[config.mk]
export PLATFORM = sky130hd
export DESIGN_NAME = rto_radio_test_override_regs
export DESIGN_NICKNAME = d
export VERILOG_FILES = /design/src/rto_radio_test_override_regs.v
export VERILOG_INCLUDE_DIRS = /design/src
export SDC_FILE = /design/constraint.sdc
export NUM_CORES = 1
export LEC_CHECK = 0
export ABC_AREA = 0
export BUFFER_PORTS_ARGS = -buffer_cell sky130_fd_sc_hd__buf_2
export CAP_MARGIN = 20
export CELL_PAD_IN_SITES_DETAIL_PLACEMENT = 1
export CELL_PAD_IN_SITES_GLOBAL_PLACEMENT = 1
export CORE_ASPECT_RATIO = 0.8
export CORE_MARGIN = 1
export CORE_UTILIZATION = 37
export CTS_BUF_LIST = sky130_fd_sc_hd__clkbuf_4
export DETAILED_ROUTE_END_ITERATION = 7
export PLACE_DENSITY = 0.84
export RECOVER_POWER = 100
export SLEW_MARGIN = 30
export SYNTH_ARGS = -nofsm -noshare
export SYNTH_HDL_FRONTEND = slang
export SYNTH_SLANG_ARGS = --single-unit
[constraint.sdc]
create_clock -name clock -period 1.9 [get_ports clock]
set_clock_uncertainty 0.2 [all_clocks]
set_input_delay 0 -clock clock [delete_from_list [all_inputs] [get_ports clock]]
set_output_delay 0 -clock clock [all_outputs]
set_load 0.02 [all_outputs]
[src/rto_defines.vh]
// Purpose: Offsets, field positions and reset values of the radio test override registers.
// Assumes: Register addresses are 6-bit word indices on the device register port.
// Notes: Definitions only.
`ifndef RTO_DEFINES_VH
`define RTO_DEFINES_VH
`define RTO_ADDR_W 6
`define RTO_OFS_RX_FILTER_CAP_TEST 6'h2b
`define RTO_OFS_RADIO_FSM_STATE_READOUT 6'h2c
`define RTO_OFS_RX_CONVERTER_TEST 6'h2d
`define RTO_OFS_TX_CONVERTER_SOURCE_TEST 6'h2e
`define RTO_OFS_TOP_LEVEL_TEST_CONTROL 6'h2f
`define RTO_OFS_SPARE_CONTROL_STATUS 6'h30
`define RTO_CAP_OE_BIT 14
`define RTO_CAP_VAL_HI 13
`define RTO_CAP_VAL_LO 7
`define RTO_ADC_CLKDIS_BIT 15
`define RTO_TX_CONVERTER_SOURCE_SEL_HI 14
`define RTO_TX_CONVERTER_SOURCE_SEL_LO 12
`define RTO_DAC_I_HI 11
`define RTO_DAC_I_LO 6
`define RTO_DAC_Q_HI 5
`define RTO_DAC_Q_LO 0
`define RTO_BIST_BIT 7
`define RTO_BATMON_BIT 6
`define RTO_TUNE_SEL_BIT 5
`define RTO_ATEST_PD_BIT 4
`define RTO_ROUTE_HI 3
`define RTO_ROUTE_LO 0
`define RTO_RST_CAP_TEST 8'h00
`define RTO_RST_ADC_CLKDIS 1'h0
`define RTO_RST_DAC_TEST 15'h0000
`define RTO_RST_TOP_TEST 8'h10
`define RTO_RST_SPARE 16'h0000
`define RTO_SRC_MODULATOR 3'h0
`define RTO_SRC_OVERRIDE 3'h1
`define RTO_SRC_ADC_HIGH 3'h2
`define RTO_SRC_FILTERED 3'h3
`define RTO_SRC_NOISE 3'h4
`define RTO_SRC_ADC_LOW 3'h5
`define RTO_SRC_MAGNITUDE 3'h6
`define RTO_SRC_TESTMOD 3'h7
`define RTO_ROUTE_TUNE 4'h7
`define RTO_ROUTE_MAX 4'h8
`endif

[src/rto_radio_test_override_regs.v]
// Purpose: Test and override register bank of the radio transceiver.
// Assumes: One clock, synchronous active-high reset, single-cycle register port.
// Notes: Live inputs come from logic on the same clock and are not synchronised.
`timescale 1ns/1ns
`include "rto_defines.vh"

// How it works
// - Override enable swaps the calibrated filter capacitance for the override value.
// - Calibration result is a read-only 7-bit field, 0 smallest, 127 largest.
// - State readout returns the 6-bit radio state machine state, upper bits zero.
// - Converter clock runs when enabled unless the gate bit is set.
// - Converter test register reads live I sample 14:8 and Q sample 6:0.
// - Three-bit source field picks one of eight transmit converter inputs.
// - Override source drives I from bits 11:6 and Q from bits 5:0.
// - Self-test run bit starts memory self-test, result goes to the result output while set.
// - Battery monitor test enable routes monitor result to the test output.
// - Analog test power-down resets set; clearing it powers the module up.
// - Route field acts only while powered up; codes 0 to 8 valid.
// - At route seven the tune select chooses pin output or pin drive.
// - Spare register is plain 16-bit read/write, resets zero, no effect.
// - Tune select clear lets the synthesizer loop bit choose tuning source.
module rto_radio_test_override_regs (
  input wire clock,
  input wire reset,
  input wire [5:0] reg_addr,
  input wire reg_wr,
  input wire reg_rd,
  input wire [15:0] reg_wdata,
  output reg [15:0] reg_rdata,
  input wire [6:0] filter_cap_cal_result,
  input wire [5:0] radio_fsm_state,
  input wire [6:0] rx_adc_i,
  input wire [6:0] rx_adc_q,
  input wire rx_adc_enable,
  input wire synth_loop_source_sel,
  input wire [5:0] tx_mod_i,
  input wire [5:0] tx_mod_q,
  input wire [5:0] tx_filt_i,
  input wire [5:0] tx_filt_q,
  input wire [5:0] tx_noise_i,
  input wire [5:0] tx_noise_q,
  input wire [5:0] tx_mag_i,
  input wire [5:0] tx_mag_q,
  input wire [5:0] tx_testmod_i,
  input wire [5:0] tx_testmod_q,
  input wire bist_result,
  input wire battery_monitor_result,
  output reg [6:0] rx_filter_cap,
  output reg rx_adc_clock_en,
  output reg [5:0] tx_dac_i,
  output reg [5:0] tx_dac_q,
  output reg memory_selftest_run,
  output reg bist_result_out,
  output reg battery_monitor_test_out_en,
  output reg battery_monitor_test_out,
  output reg analog_test_powerdown,
  output reg [3:0] analog_test_route,
  output reg analog_route_valid,
  output reg tune_node_drive_sel,
  output reg tune_pin_output,
  output reg tune_pin_drive,
  output reg tune_from_synth_sel
);

  // Only writable bits are stored; reserved and read-only bits have no flops.
  reg [7:0] cap_test_q;
  reg adc_clkdis_q;
  reg [14:0] dac_test_q;
  reg [7:0] top_test_q;
  reg [15:0] spare_q;

  function is_wr;
    input [5:0] addr;
    input [5:0] ofs;
    input wr;
    begin
      is_wr = wr && (addr == ofs);
    end
  endfunction

  wire [3:0] route;
  wire powered;
  wire route_ok;
  wire [2:0] src;
  assign route = top_test_q[`RTO_ROUTE_HI:`RTO_ROUTE_LO];
  assign powered = !top_test_q[`RTO_ATEST_PD_BIT];
  assign route_ok = powered && (route <= `RTO_ROUTE_MAX);
  assign src = dac_test_q[`RTO_TX_CONVERTER_SOURCE_SEL_HI:`RTO_TX_CONVERTER_SOURCE_SEL_LO];

  always @(posedge clock) begin
    if (reset) begin
      cap_test_q <= `RTO_RST_CAP_TEST;
      adc_clkdis_q <= `RTO_RST_ADC_CLKDIS;
      dac_test_q <= `RTO_RST_DAC_TEST;
      top_test_q <= `RTO_RST_TOP_TEST;
      spare_q <= `RTO_RST_SPARE;
    end else begin
      // Reserved bits are dropped on write, so a careless write cannot disturb them.
      if (is_wr(reg_addr, `RTO_OFS_RX_FILTER_CAP_TEST, reg_wr)) begin
        cap_test_q <= reg_wdata[`RTO_CAP_OE_BIT:`RTO_CAP_VAL_LO];
      end
      if (is_wr(reg_addr, `RTO_OFS_RX_CONVERTER_TEST, reg_wr)) begin
        adc_clkdis_q <= reg_wdata[`RTO_ADC_CLKDIS_BIT];
      end
      if (is_wr(reg_addr, `RTO_OFS_TX_CONVERTER_SOURCE_TEST, reg_wr)) begin
        dac_test_q <= reg_wdata[14:0];
      end
      if (is_wr(reg_addr, `RTO_OFS_TOP_LEVEL_TEST_CONTROL, reg_wr)) begin
        top_test_q <= reg_wdata[7:0];
      end
      if (is_wr(reg_addr, `RTO_OFS_SPARE_CONTROL_STATUS, reg_wr)) begin
        spare_q <= reg_wdata;
      end
    end
  end

  // Read data registered one cycle after the read strobe; unmapped reads give zero.
  always @(posedge clock) begin
    if (reset) begin
      reg_rdata <= 16'h0000;
    end else if (reg_rd) begin
      case (reg_addr)
        `RTO_OFS_RX_FILTER_CAP_TEST: reg_rdata <= {1'b0, cap_test_q, filter_cap_cal_result};
        `RTO_OFS_RADIO_FSM_STATE_READOUT: reg_rdata <= {10'h000, radio_fsm_state};
        `RTO_OFS_RX_CONVERTER_TEST: reg_rdata <= {adc_clkdis_q, rx_adc_i, 1'b0, rx_adc_q};
        `RTO_OFS_TX_CONVERTER_SOURCE_TEST: reg_rdata <= {1'b0, dac_test_q};
        `RTO_OFS_TOP_LEVEL_TEST_CONTROL: reg_rdata <= {8'h00, top_test_q};
        `RTO_OFS_SPARE_CONTROL_STATUS: reg_rdata <= spare_q;
        default: reg_rdata <= 16'h0000;
      endcase
    end
  end

  reg [5:0] dac_i_d;
  reg [5:0] dac_q_d;
  always @* begin
    case (src)
      `RTO_SRC_MODULATOR: begin
        dac_i_d = tx_mod_i;
        dac_q_d = tx_mod_q;
      end
      `RTO_SRC_OVERRIDE: begin
        dac_i_d = dac_test_q[`RTO_DAC_I_HI:`RTO_DAC_I_LO];
        dac_q_d = dac_test_q[`RTO_DAC_Q_HI:`RTO_DAC_Q_LO];
      end
      `RTO_SRC_ADC_HIGH: begin
        dac_i_d = rx_adc_i[6:1];
        dac_q_d = rx_adc_q[6:1];
      end
      `RTO_SRC_FILTERED: begin
        dac_i_d = tx_filt_i;
        dac_q_d = tx_filt_q;
      end
      `RTO_SRC_NOISE: begin
        dac_i_d = tx_noise_i;
        dac_q_d = tx_noise_q;
      end
      `RTO_SRC_ADC_LOW: begin
        dac_i_d = rx_adc_i[5:0];
        dac_q_d = rx_adc_q[5:0];
      end
      `RTO_SRC_MAGNITUDE: begin
        dac_i_d = tx_mag_i;
        dac_q_d = tx_mag_q;
      end
      default: begin
        dac_i_d = tx_testmod_i;
        dac_q_d = tx_testmod_q;
      end
    endcase
  end

  wire tune_mode;
  assign tune_mode = route_ok && (route == `RTO_ROUTE_TUNE);

  // Control outputs are registered, so each follows its field one cycle late.
  always @(posedge clock) begin
    if (reset) begin
      rx_filter_cap <= 7'h00;
      rx_adc_clock_en <= 1'b0;
      tx_dac_i <= 6'h00;
      tx_dac_q <= 6'h00;
      memory_selftest_run <= 1'b0;
      bist_result_out <= 1'b0;
      battery_monitor_test_out_en <= 1'b0;
      battery_monitor_test_out <= 1'b0;
      analog_test_powerdown <= 1'b1;
      analog_test_route <= 4'h0;
      analog_route_valid <= 1'b0;
      tune_node_drive_sel <= 1'b0;
      tune_pin_output <= 1'b0;
      tune_pin_drive <= 1'b0;
      tune_from_synth_sel <= 1'b0;
    end else begin
      rx_filter_cap <= cap_test_q[7] ? cap_test_q[6:0] : filter_cap_cal_result;
      rx_adc_clock_en <= rx_adc_enable && !adc_clkdis_q;
      tx_dac_i <= dac_i_d;
      tx_dac_q <= dac_q_d;
      memory_selftest_run <= top_test_q[`RTO_BIST_BIT];
      bist_result_out <= top_test_q[`RTO_BIST_BIT] && bist_result;
      battery_monitor_test_out_en <= top_test_q[`RTO_BATMON_BIT];
      battery_monitor_test_out <= top_test_q[`RTO_BATMON_BIT] && battery_monitor_result;
      analog_test_powerdown <= top_test_q[`RTO_ATEST_PD_BIT];
      analog_test_route <= route;
      analog_route_valid <= route_ok;
      tune_node_drive_sel <= top_test_q[`RTO_TUNE_SEL_BIT];
      tune_pin_output <= tune_mode && !top_test_q[`RTO_TUNE_SEL_BIT];
      tune_pin_drive <= tune_mode && top_test_q[`RTO_TUNE_SEL_BIT];
      tune_from_synth_sel <= !top_test_q[`RTO_TUNE_SEL_BIT] && synth_loop_source_sel;
    end
  end

endmodule

# Yosys cells after proc, flatten, opt, wreduce, memory -nomap -nowiden
# Cells that the tools add are included.
dict set report classes {
  eq_ne 13
  magnitude_cmp 1
  mux 4
  n_reduce_logical 17
}
# op n
set op_table {}
lappend op_table {{16-bit one-hot mux with 6 select lines} 1}
lappend op_table {{6-bit one-hot mux with 7 select lines} 2}
lappend op_table {{6-bit == test, second input constant} 6}
lappend op_table {{1-bit logical AND} 13}
lappend op_table {{3-bit == test, second input constant} 3}
lappend op_table {{7-bit 2-to-1 mux} 1}
lappend op_table {{3-bit by 2-bit == test with 1-bit output, second input constant} 2}
lappend op_table {{4-bit by 3-bit == test with 1-bit output, second input constant} 1}
lappend op_table {{4-bit <= comparator, second input constant} 1}
lappend op_table {{3-bit by 1-bit == test with 1-bit output, second input constant} 1}
lappend op_table {{1-bit zero test} 3}
lappend op_table {{3-bit zero test} 1}
dict set report totals {
  word_cells 56
  out_inout_bits 50
  ff_bits 98
}

# Logic depth before layout (Yosys ltp)
# Gate-level depths: netlist (run 1).
dict set report depth {
  ltp_word 4
  depth_mapped 8
  depth_no_buf 4
}

# Worst setup path after synthesis (run 1)
# Ideal clock, no wire load.
dict set report synth_timing {
  path_type {flip-flop to flip-flop}
  from {reg dac_test_q[13]}
  to {reg tx_dac_i[3]}
  setup_ns 0.132
  period_less_slack_ns 1.702
  arrival_ns 1.370
  path_stages_with_launch 6
  t_required_ns 1.568
  path_slack_ns 0.198
  cell_sequence {dfxtp_1 > buf_2 > buf_2 > mux4_2 > nand2_1 > a21oi_1}
}
dict set report synth_via {
  elab_chain_cells 2
  word_cells_on_any_way 8
  classes_between {6 x eq/ne; 1 x mux; 1 x reduce/logical}
}
# element line_no
set synth_lines {}
lappend synth_lines {{start, declared} rto_radio_test_override_regs.v:68} ;# reg [14:0] dac_test_q;
lappend synth_lines {{start signal, assigned} rto_radio_test_override_regs.v:94} ;# dac_test_q <= `RTO_RST_DAC_TEST;
lappend synth_lines {{start signal, assigned} rto_radio_test_override_regs.v:106} ;# dac_test_q <= reg_wdata[14:0];
lappend synth_lines {{3-bit == test (tied with other cells)} rto_radio_test_override_regs.v:137} ;# case (src)
lappend synth_lines {{6-bit one-hot mux with 7 select lines *} rto_radio_test_override_regs.v:137}
lappend synth_lines {{end signal, assigned} rto_radio_test_override_regs.v:197} ;# tx_dac_i <= dac_i_d;
lappend synth_lines {{end, declared} rto_radio_test_override_regs.v:50} ;# output reg [5:0] tx_dac_i,
# Every way passes the cells marked *; elsewhere a longest branch is shown, timed or not.
# A chain may end at the register's enable or synchronous reset.

# Worst setup path in the final report (run 1)
dict set report layout_timing {
  from {reg dac_test_q[4]}
  to {reg reg_rdata[4]}
}
dict set report layout_via {
  elab_chain_cells 1
}
# element line_no
set layout_lines {}
lappend layout_lines {{16-bit one-hot mux with 6 select lines} rto_radio_test_override_regs.v:122} ;# case (reg_addr)
lappend layout_lines {{end signal, assigned} rto_radio_test_override_regs.v:123} ;# `RTO_OFS_RX_FILTER_CAP_TEST: reg_rdata <= {1'b0, cap_test_q, filter_cap_cal_result};
lappend layout_lines {{end signal, assigned} rto_radio_test_override_regs.v:124} ;# `RTO_OFS_RADIO_FSM_STATE_READOUT: reg_rdata <= {10'h000, radio_fsm_state};
lappend layout_lines {{end signal, assigned} rto_radio_test_override_regs.v:125} ;# `RTO_OFS_RX_CONVERTER_TEST: reg_rdata <= {adc_clkdis_q, rx_adc_i, 1'b0, rx_adc_q};
lappend layout_lines {{end, declared} rto_radio_test_override_regs.v:29} ;# output reg [15:0] reg_rdata,
# No other way between the ends.

==> results.md, run 1 <==
- Vias/cell: 6.08
- Synth area leaders: dfxtp_1 43%, mux2i_1 9.6%, mux4_2 6.9%
- Fillers: 1392
- PD cells: 563 mW/mm^2
- Initial drt markers: 621
- Startpoint Class: flop
- Max Freq: 506 MHz
- Post-Layout Cell Count: 935
- Final min period: 1.97 ns
- Layout area overhead: 52.5%
- # port buffers: 166
- Tot GR Track Use: 0.379
- Clock Latency Late Sink: 0.51 ns
- Outcome: complete, but fails checks
- Share of layout cells above drive strength 1: 0.243
- CTS Root Buffer Type: clkbuf_4
- Top cell type's share of synthesized area: 0.428
- Slew margin rel.: 0.622
- Io pins: 167
- Net count after synthesis: 601
- Synthesized area: 0.00459 sq mm
- CTS max path bufs: 2
- # rows: 35
- Yosys reg bits: 98
- Sequential area share after synthesis: 0.428
- Final worst-path cycle share: 1.04
- Grt total ovfl: 0
- Num Clock Sinks: 98
- Critical path type: reg2reg
- Core ar.: 0.0118 sq mm
- Worst Setup End Kind: flop
- Max Slew Vio Count: 0
- Effective utilization at floorplan: 0.389
- Die height: 102 um
- Worst hold slack: 0.00300 ns
- ANT nets after route: 0
- Leak pwr: 2.78 nW
- First-pass GRT wire length: 35600 um
- Hold Path Class: in2reg
- Yosys warns: 0
- # setup viols final: 4
- Routed WL per cell: 26.3 um
- Vias in the first global route: 6147
- CTS tree: built
- Placed instance count: 779
- Maxcap violations: 0
- DIE AREA: 0.0129 sq mm
- Drt total wl: 24600 um
- Largest net degree at the start of global routing: 37
- DRC violations left: 0
- Critical path required time: 2.11 ns
- Setup ws final: -0.0747 ns
- Total number of vias: 5686
- Crit Path Max Fanout: 3
- Clock slew at reported path FFs: 0.19 ns
- Area leader, netlist: dfxtp_1
- Worst slew pin tran: 0.567 ns
- Max VDD drop: 343 uV
- Fin. Hold Viols: 0
- Arrival @ worst endpoint: 2.19 ns
- Die width: 127 um
- # nets final: 895
- CTS Buf Count: 9
- Syn avg cell area: 9.48 sq um
- H-tree levels: 3
- Post-Synthesis Cells: 484
- DP HPWL: 12600 um
- Gpl congestion: 0.860
- Yosys cell types: 45
- Failing checks: setup timing
- Initial antenna violation count: 2
- 1st-pass router iterations: 4
==> routing by layer <==
metal | wire [um] | GRT usage
met3 | 1930 | 0.0946
met5 | 0 | 0
met4 | 1930 | 0.308
met1 | 8680 | 0.403
met2 | 12100 | 0.654
==> path summary, 6_finish.rpt <==
| path | from | endpoint | slack, ns | depth (start not counted) |
|---|---|---|---|---|
| min | reg_addr[3] | spare_q[13]$_SDFFE_PP0P_ | 0.003 | 6 |
| max | dac_test_q[4]$_SDFFE_PP0P_ | reg_rdata[4]$_SDFFE_PP0P_ | -0.07 | 5 |
| max reg2reg | dac_test_q[4]$_SDFFE_PP0P_ | reg_rdata[4]$_SDFFE_PP0P_ | -0.07 | 5 |
| min reg2reg | spare_q[15]$_SDFFE_PP0P_ | spare_q[15]$_SDFFE_PP0P_ | 0.29 | 2 |
==> flip-flops by register name, summed over array words and instances (netlist names), 4 cells and up <==
signal / count
spare_q: 16
top_test_q: 8
tx_dac_q: 6
tx_dac_i: 6
reg_rdata: 16
analog_test_route: 4
rx_filter_cap: 7
cap_test_q: 8
dac_test_q: 15
==> placed cells by master (no fill, tap or decap), types with 8 or more instances in the layout <==
cell type | Yosys | routed
buf_2 | 11 | 113
o2bb2ai_1 | 8 | 8
a21oi_1 | 32 | 29
clkbuf_1 | 16 | 52
a22o_1 | 8 | 8
a221oi_1 | 9 | 9
a22oi_1 | 16 | 16
buf_4 | 4 | 18
nor2b_1 | 10 | 10
nor2_1 | 42 | 42
mux4_2 | 14 | 14
a21boi_0 | 8 | 8
dfxtp_1 | 98 | 91
and3_1 | 10 | 9
nand2_1 | 70 | 70
mux2i_1 | 44 | 44
nand3_1 | 15 | 16
clkbuf_4 | 0 | 10
dlygate4sd3_1 | 0 | 135
o21ai_0 | 11 | 11
==> what timing repair did <==
action	in CTS	in global routing
endpoints found under the setup margin	0	28
hold buffers	137	0
hold endpoints to repair	98	0
setup buffers	0	1
gates resized for setup	0	18
==> worst max-delay path, cell delays in order, from the launching register on <==
cell	delay [ns]
dfxtp_2	0.42
mux2i_1	0.11
o2bb2ai_1	0.20
dlygate4sd3_1	0.58
nand2_1	0.08
a311oi_2	0.29
==> cells by family after synthesis <==
kind of cell | share of synthesized area
AOI/OAI and AO/OA | 0.170
and+or+nand+nor | 0.171
DFF | 0.428
muxes | 0.175
buffers and inverters | 0.0570
==> final cells by class <==
type                            instances  area [sq um]  area share
Sequential cell                        98          1980       0.282
Timing Repair Buffer                  326          2310       0.330
Tap cell                              148           185      0.0265
Inverter                                2          7.51     0.00107
Clock inverter                          7          52.6     0.00751
Multi-Input combinational cell        341          2390       0.341
Clock buffer                            9          67.6     0.00965
Antenna cell                            4          10.0     0.00143
==> through the flow <==
step / total power [mW] / utilization / worst slack, ns / TNS [ns] / cell area [sq um]
6_report: 3.94 / 0.594 / -0.0747 / -0.149 / 7000
4_1_cts: 3.83 / 0.599 / 0.0573 / 0 / 7060
3_3_place_gp: 2.60 / 0.473 / 0.251 / 0 / 5570
3_5_place_dp: 2.61 / 0.473 / 0.101 / 0 / 5570
2_1_floorplan: 2.36 / - / 0.198 / 0 / 4590
5_1_grt: 4.04 / 0.594 / -0.167 / -0.319 / 6990
==> power by group <==
group	internal (mW)	leakage (nW)	switching, mW
clock	0.278	0.0570	0.840
combinational	0.348	1.92	0.363
sequential	2.09	0.801	0.0211
==> synth_stat cells (all sizes together) <==
master,n
o21ai,12
dfxtp,98
a221oi,9
o2bb2ai,8
a32oi,1
nor3b,3
inv,2
and4b,1
nor2b,10
o211ai,2
a31oi,4
a21boi,8
and3,10
a311oi,6
a211oi,1
o221ai,3
or2,1
a22oi,16
nor4bb,1
clkbuf,18
nor4b,1
nor2,42
a21oi,32
nand2,70
or3,1
and2,5
and2b,1
nand2b,1
mux2,4
nor3,4
o311ai,1
nand3,16
mux4,14
mux2i,44
a22o,8
nand4,1
buf,25
(Power assumes the default switching activity.)
==> run 2, diff against run 1 <==
--- a/config.mk
+++ b/config.mk
@@ -17,7 +17,6 @@
 export CTS_BUF_LIST = sky130_fd_sc_hd__clkbuf_4
 export DETAILED_ROUTE_END_ITERATION = 7
 export PLACE_DENSITY = 0.84
-export RECOVER_POWER = 100
 export SLEW_MARGIN = 30
 export SYNTH_ARGS = -nofsm -noshare
 export SYNTH_HDL_FRONTEND = slang
==> results.md, run 2 (synthesized netlist as in run 1, its figures left out) <==
- # port buffers: 166 (unchanged)
- Critical path required time: 2.11 ns (about the same)
- PD cells: 554 mW/mm^2 (was 563 mW/mm^2)
- DIE AREA: 0.0129 sq mm (unchanged)
- Worst slew pin tran: 0.565 ns (was 0.567 ns)
- Critical path, cell by cell: mux2i_1, o2bb2ai_1, dlygate4sd3_1, nand2_1, a311oi_2 (unchanged)
- Num Clock Sinks: 98 (unchanged)
- Drt total wl: 24600 um (about the same)
- Fin. Hold Viols: 0 (unchanged)
- Layout area overhead: 54.9% (was 52.5%)
- Post-layout util: 0.604 (was 0.594)
- Crit Path Max Fanout: 3 (unchanged)
- H-tree levels: 3 (unchanged)
- CTS Root Buffer Type: clkbuf_4 (unchanged)
- Largest registers: reg_rdata x16, spare_q x16, dac_test_q x15 (unchanged)
- Routed WL per cell: 26.3 um (about the same)
- Clock Latency Late Sink: 0.50 ns (was 0.51 ns)
- Leak pwr: 3.00 nW (was 2.78 nW)
- Initial antenna violation count: 3 (was 2)
- Startpoint Class: flop (unchanged)
- Gpl congestion: 0.860 (unchanged)
- DP HPWL: 12600 um (unchanged)
- Final worst-path cycle share: 1.04 (about the same)
- CP peak stage delay: 0.58 ns (about the same)
- Core ar.: 0.0118 sq mm (unchanged)
- DRC violations left: 0 (unchanged)
- Critical path type: reg2reg (unchanged)
- Total number of vias: 5675 (was 5686)
- First-pass GRT wire length: 35600 um (unchanged)
- CTS max path bufs: 2 (unchanged)
- Largest net degree at the start of global routing: 37 (unchanged)
- Grt total ovfl: 0 (unchanged)
- # nets final: 895 (unchanged)
- Vias in the first global route: 6147 (unchanged)
- CTS Buf Count: 9 (unchanged)
- CTS tree: built (unchanged)
- ANT nets after route: 0 (unchanged)
- Tot GR Track Use: 0.379 (unchanged)
- Clock slew at reported path FFs: 0.18 ns (was 0.19 ns)
- Grt met3 use: 0.0946 (unchanged)
- Setup ws final: -0.0735 ns (was -0.0747 ns)
- Max VDD drop: 343 uV (about the same)
- 1st-pass router iterations: 5 (was 4)
- GRT met2 Usage: 0.654 (unchanged)
- M1 GR Usage: 0.403 (unchanged)
- # setup viols final: 3 (was 4)
- Initial drt markers: 607 (was 621)
- R2R depth: 5 (unchanged)
- Die width: 127 um (unchanged)
- Commonest cells after routing, fill and taps aside: 165 x buf_2, 135 x dlygate4sd3_1, 91 x dfxtp_1 (was 135 x dlygate4sd3_1, 113 x buf_2, 91 x dfxtp_1)
- Die height: 102 um (unchanged)
- Setup TNS Final: -0.106 ns (was -0.149 ns)
- Worst Setup End Kind: flop (unchanged)
- Arrival @ worst endpoint: 2.19 ns (about the same)
- Worst Hold Depth: 6 (unchanged)
- Slowest CP cell: dlygate4sd3_1 (unchanged)
- Slew margin rel.: 0.623 (was 0.622)
- Share of layout cells above drive strength 1: 0.312 (was 0.243)
- Maxcap violations: 0 (unchanged)
- Failing checks: setup timing (unchanged)
- GR peak layer: met2 (unchanged)
- Max Freq: 507 MHz (was 506 MHz)
- Io pins: 167 (unchanged)
- Final min period: 1.97 ns (about the same)
- Vias/cell: 6.07 (was 6.08)
- # rows: 35 (unchanged)
- Hold Path Class: in2reg (unchanged)
- Commonest non-fill, non-tap cell in the layout: buf_2 (was dlygate4sd3_1)
- Max Slew Vio Count: 0 (unchanged)
- Outcome: complete, but fails checks (unchanged)
- Effective utilization at floorplan: 0.389 (unchanged)
[run 2: changes by cell type in the layout (fill, tap and decap cells not counted), moves of 2 or more]
cell      previous run  this run
buf_4               18        22
buf_12               1         3
buf_2              113       165
clkbuf_2             5         0
clkbuf_1            52         0
[run 2: layout make-up]
class | count | area, sq um
Inverter | 2 | 7.51
Tap cell | 148 | 185
Clock inverter | 7 | 52.6
Fill cell | 1364 | 4670
Sequential cell | 98 | 1980
Timing Repair Buffer | 326 | 2410
Multi-Input combinational cell | 341 | 2400
Antenna cell | 4 | 10.0
Clock buffer | 9 | 67.6
[run 2: stage by stage]
stage	instances	setup WS [ns]	instance area [sq um]	total power, mW	hold slack (ns)
floorplan	484	0.198	4590	2.36	-0.0783
global placement	779	0.251	5570	2.60	0.000433
detailed placement	779	0.101	5570	2.61	0.00745
CTS	932	0.0573	7060	3.83	0.00822
global route	934	-0.166	7110	4.05	0.00974
finish	935	-0.0735	7110	3.94	0.00893
[run 2: final timing paths]
check | startpoint | end | slack (ns)
max | dac_test_q[4]$_SDFFE_PP0P_ | reg_rdata[4]$_SDFFE_PP0P_ | -0.07
min | reg_addr[3] | spare_q[13]$_SDFFE_PP0P_ | 0.009
min reg2reg | spare_q[10]$_SDFFE_PP0P_ | spare_q[10]$_SDFFE_PP0P_ | 0.28
max reg2reg | dac_test_q[4]$_SDFFE_PP0P_ | reg_rdata[4]$_SDFFE_PP0P_ | -0.07
[run 2: critical path: cells and delay by family (launching register included)]
family | cells | cell delay, ns
compound gates | 2 | 0.49
buf+inv | 1 | 0.58
flops | 1 | 0.42
mux | 1 | 0.10
simple gates | 1 | 0.09
[run 2: what timing repair did]
action / in CTS / in global routing
hold buffers: 137 / 0
gates resized for setup: 0 / 18
buffers inserted: 0 / 1
hold endpoints to repair: 98 / 0
setup endpoints to repair: 0 / 28
[run 2: metal layers]
metal,vias up,share of wire
met5,-,0
met4,0,0.078
met3,173,0.083
met2,417,0.49
met1,2739,0.35
li1,2346,-
[run 2: where the power goes]
part / switching [mW] / total, mW / internal (mW)
registers: 0.0203 / 2.11 / 2.09
clock network: 0.825 / 1.10 / 0.278
logic: 0.365 / 0.724 / 0.359
total: 1.21 / 3.94 / 2.73
==> run 3, diff against run 2 <==
==> constraint.sdc (replaced) <==
create_clock -name clock -period 1.9 [get_ports clock]
set_clock_uncertainty 0.2 [all_clocks]
set_input_delay 0.19 -clock clock [delete_from_list [all_inputs] [get_ports clock]]
set_output_delay 0.19 -clock clock [all_outputs]
set_load 0.02 [all_outputs]
==> results.md, run 3 (synthesized netlist as in run 1, its figures left out) <==
- Outcome: complete, but fails checks (unchanged)
- Failing checks: hold timing (was setup timing)
- Final Power: 3.81 mW (was 3.94 mW)
- Clock Latency Late Sink: 0.49 ns (was 0.50 ns)
- CTS Buf Count: 9 (unchanged)
- Crit Path Max Fanout: 3 (unchanged)
- Initial antenna violation count: 0 (was 3)
- DRC violations left: 0 (unchanged)
- Final min period: 1.81 ns (was 1.97 ns)
- Commonest cells after routing, fill and taps aside: 166 x buf_2, 95 x dfxtp_1, 74 x dlygate4sd3_1 (was 165 x buf_2, 135 x dlygate4sd3_1, 91 x dfxtp_1)
- Placed instance count: 777 (was 779)
- Finished Cell Area: 0.00645 sq mm (was 0.00711 sq mm)
- 1st-pass router iterations: 4 (was 5)
- RSZ-0062 raised after global routing: no
- Share of layout cells above drive strength 1: 0.320 (was 0.312)
- Fin. Hold Viols: 1 (was 0)
- Die height: 102 um (unchanged)
- Vias/cell: 5.58 (was 6.07)
- # port buffers: 166 (unchanged)
- Routed WL per cell: 21.6 um (was 26.3 um)
- Layout area overhead: 40.6% (was 54.9%)
- CTS max path bufs: 2 (unchanged)
- Critical path type: reg2reg (unchanged)
- DIE AREA: 0.0129 sq mm (unchanged)
- Hold Path Class: in2reg (unchanged)
- Initial drt markers: 245 (was 607)
- Worst Setup End Kind: flop (unchanged)
- CTS Root Buffer Type: clkbuf_4 (unchanged)
- Hold path start: tx_mod_i[4] (was reg_addr[3])
- Clock slew at reported path FFs: 0.17 ns (was 0.18 ns)
- Reg2Reg Capture Point: reg_rdata[3]$_SDFFE_PP0P_ (was reg_rdata[4]$_SDFFE_PP0P_)
- Gpl congestion: 0.864 (was 0.860)
- Reg2reg setup slack: 0.09 ns (was -0.07 ns)
- Setup TNS Final: 0 ns (was -0.106 ns)
- First-pass GRT wire length: 28400 um (was 35600 um)
- ANT nets after route: 0 (unchanged)
- Worst slew pin tran: 0.536 ns (was 0.565 ns)
- Io pins: 167 (unchanged)
- Slew margin rel.: 0.642 (was 0.623)
- Drt total wl: 18700 um (was 24600 um)
- Arrival @ worst endpoint: 2.02 ns (was 2.19 ns)
- CTS tree: built (unchanged)
- Num Clock Sinks: 98 (unchanged)
- Grt total ovfl: 0 (unchanged)
- H-tree levels: 3 (unchanged)
- Max VDD drop: 402 uV (was 343 uV)
- Die width: 127 um (unchanged)
- Total number of vias: 4841 (was 5675)
- Largest net degree at the start of global routing: 38 (was 37)
- Effective utilization at floorplan: 0.389 (unchanged)
- Largest registers: reg_rdata x16, spare_q x16, dac_test_q x15 (unchanged)
- # nets final: 831 (was 895)
- Tot GR Track Use: 0.295 (was 0.379)
- Post-Layout Cell Count: 867 (was 935)
- PD cells: 591 mW/mm^2 (was 554 mW/mm^2)
- Startpoint Class: flop (unchanged)
- Worst r2r src: dac_test_q[3]$_SDFFE_PP0P_ (was dac_test_q[4]$_SDFFE_PP0P_)
- Critical path required time: 2.11 ns (about the same)
- Ant diodes: 0 (was 4)
- Vias in the first global route: 5269 (was 6147)
- Max Freq: 553 MHz (was 507 MHz)
- Worst Hold Depth: 4 (was 6)
- Core ar.: 0.0118 sq mm (unchanged)
- Worst hold slack: -0.00680 ns (was 0.00893 ns)
- # rows: 35 (unchanged)
- Min-Delay Endpoint: tx_dac_i[4]$_SDFF_PP0_ (was spare_q[13]$_SDFFE_PP0P_)
- DP HPWL: 12500 um (was 12600 um)
- Commonest non-fill, non-tap cell in the layout: buf_2 (unchanged)
- Leak pwr: 2.75 nW (was 3.00 nW)
- Max Slew Vio Count: 0 (unchanged)
- Final worst-path cycle share: 0.951 (was 1.04)
- Placed Area: 0.00558 sq mm (was 0.00557 sq mm)
- Maxcap violations: 0 (unchanged)
- R2R depth: 5 (unchanged)
- # setup viols final: 0 (was 3)
==> run 3: cell count changes in the layout (fill, tap and decap cells not counted), moves of 3 or more <==
cell           before  now
buf_4              22   17
dlygate4sd3_1     135   74
dfxtp_2             5    2
dfxtp_1            91   95
diode_2             4    0
a21oi_1            29   32
a21oi_2             3    0
==> run 3: how the worst max path moves through the flow <==
stage | startpoint | to | slack, ns | cells past startpoint
finish | dac_test_q[3]$_SDFFE_PP0P_ | reg_rdata[3]$_SDFFE_PP0P_ | 0.09 | 5
global route | dac_test_q[4]$_SDFFE_PP0P_ | reg_rdata[4]$_SDFFE_PP0P_ | 0.006 | 5
CTS | dac_test_q[3]$_SDFFE_PP0P_ | reg_rdata[3]$_SDFFE_PP0P_ | 0.10 | 5
detailed placement | reg_addr[2] | reg_rdata[8]$_SDFFE_PP0P_ | 0.03 | 5
global placement | reg_addr[3] | reg_rdata[14]$_SDFFE_PP0P_ | 0.10 | 5
floorplan | dac_test_q[13]$_SDFFE_PP0P_ | tx_dac_i[3]$_SDFF_PP0_ | 0.20 | 5
==> run 3: cell type report <==
cell class / instances / area, sq um
clock buffers: 9 / 67.6
repair buffers: 262 / 1800
flip-flops and latches: 98 / 1970
well taps: 148 / 185
inverters: 2 / 7.51
clock inverters: 7 / 60.1
multi-input cells: 341 / 2360
fillers: 1372 / 5330
==> run 3: repair_timing <==
action / in CTS / in global routing
endpoints found under the hold margin: 77 / 1
resized for setup: 0 / 3
hold buffers: 73 / 1
setup endpoints to repair: 0 / 3
setup buffers: 0 / 0
==> run 3: per-stage QoR <==
step	worst slack [ns]	util
2_1_floorplan	0.198	-
3_3_place_gp	0.103	0.474
3_5_place_dp	0.0260	0.474
4_1_cts	0.104	0.546
5_1_grt	0.00606	0.548
6_report	0.0928	0.548
==> run 3: critical path: stages, from the launching register on <==
cell and delay, ns:
dfxtp_2 0.41, mux2i_1 0.08, o2bb2ai_1 0.15, dlygate4sd3_1 0.58, nand2_1 0.06, a311oi_1 0.24
==> run 3: per-layer routing <==
layer  vias to the layer above  wire length (um)  global-route usage  share of wire
li1                       2215                 -                   -              -
met1                      2332              7370               0.329           0.39
met2                       229              9020               0.502           0.48
met3                        65              1350              0.0887          0.072
met4                         0               945               0.185          0.051
met5                         -                 0                   0              0
==> run 3: report_power, final <==
group | leakage [nW] | switching, mW | internal [mW]
Clock | 0.0615 | 0.801 | 0.291
Combinational | 1.89 | 0.307 | 0.304
Sequential | 0.798 | 0.0173 | 2.09
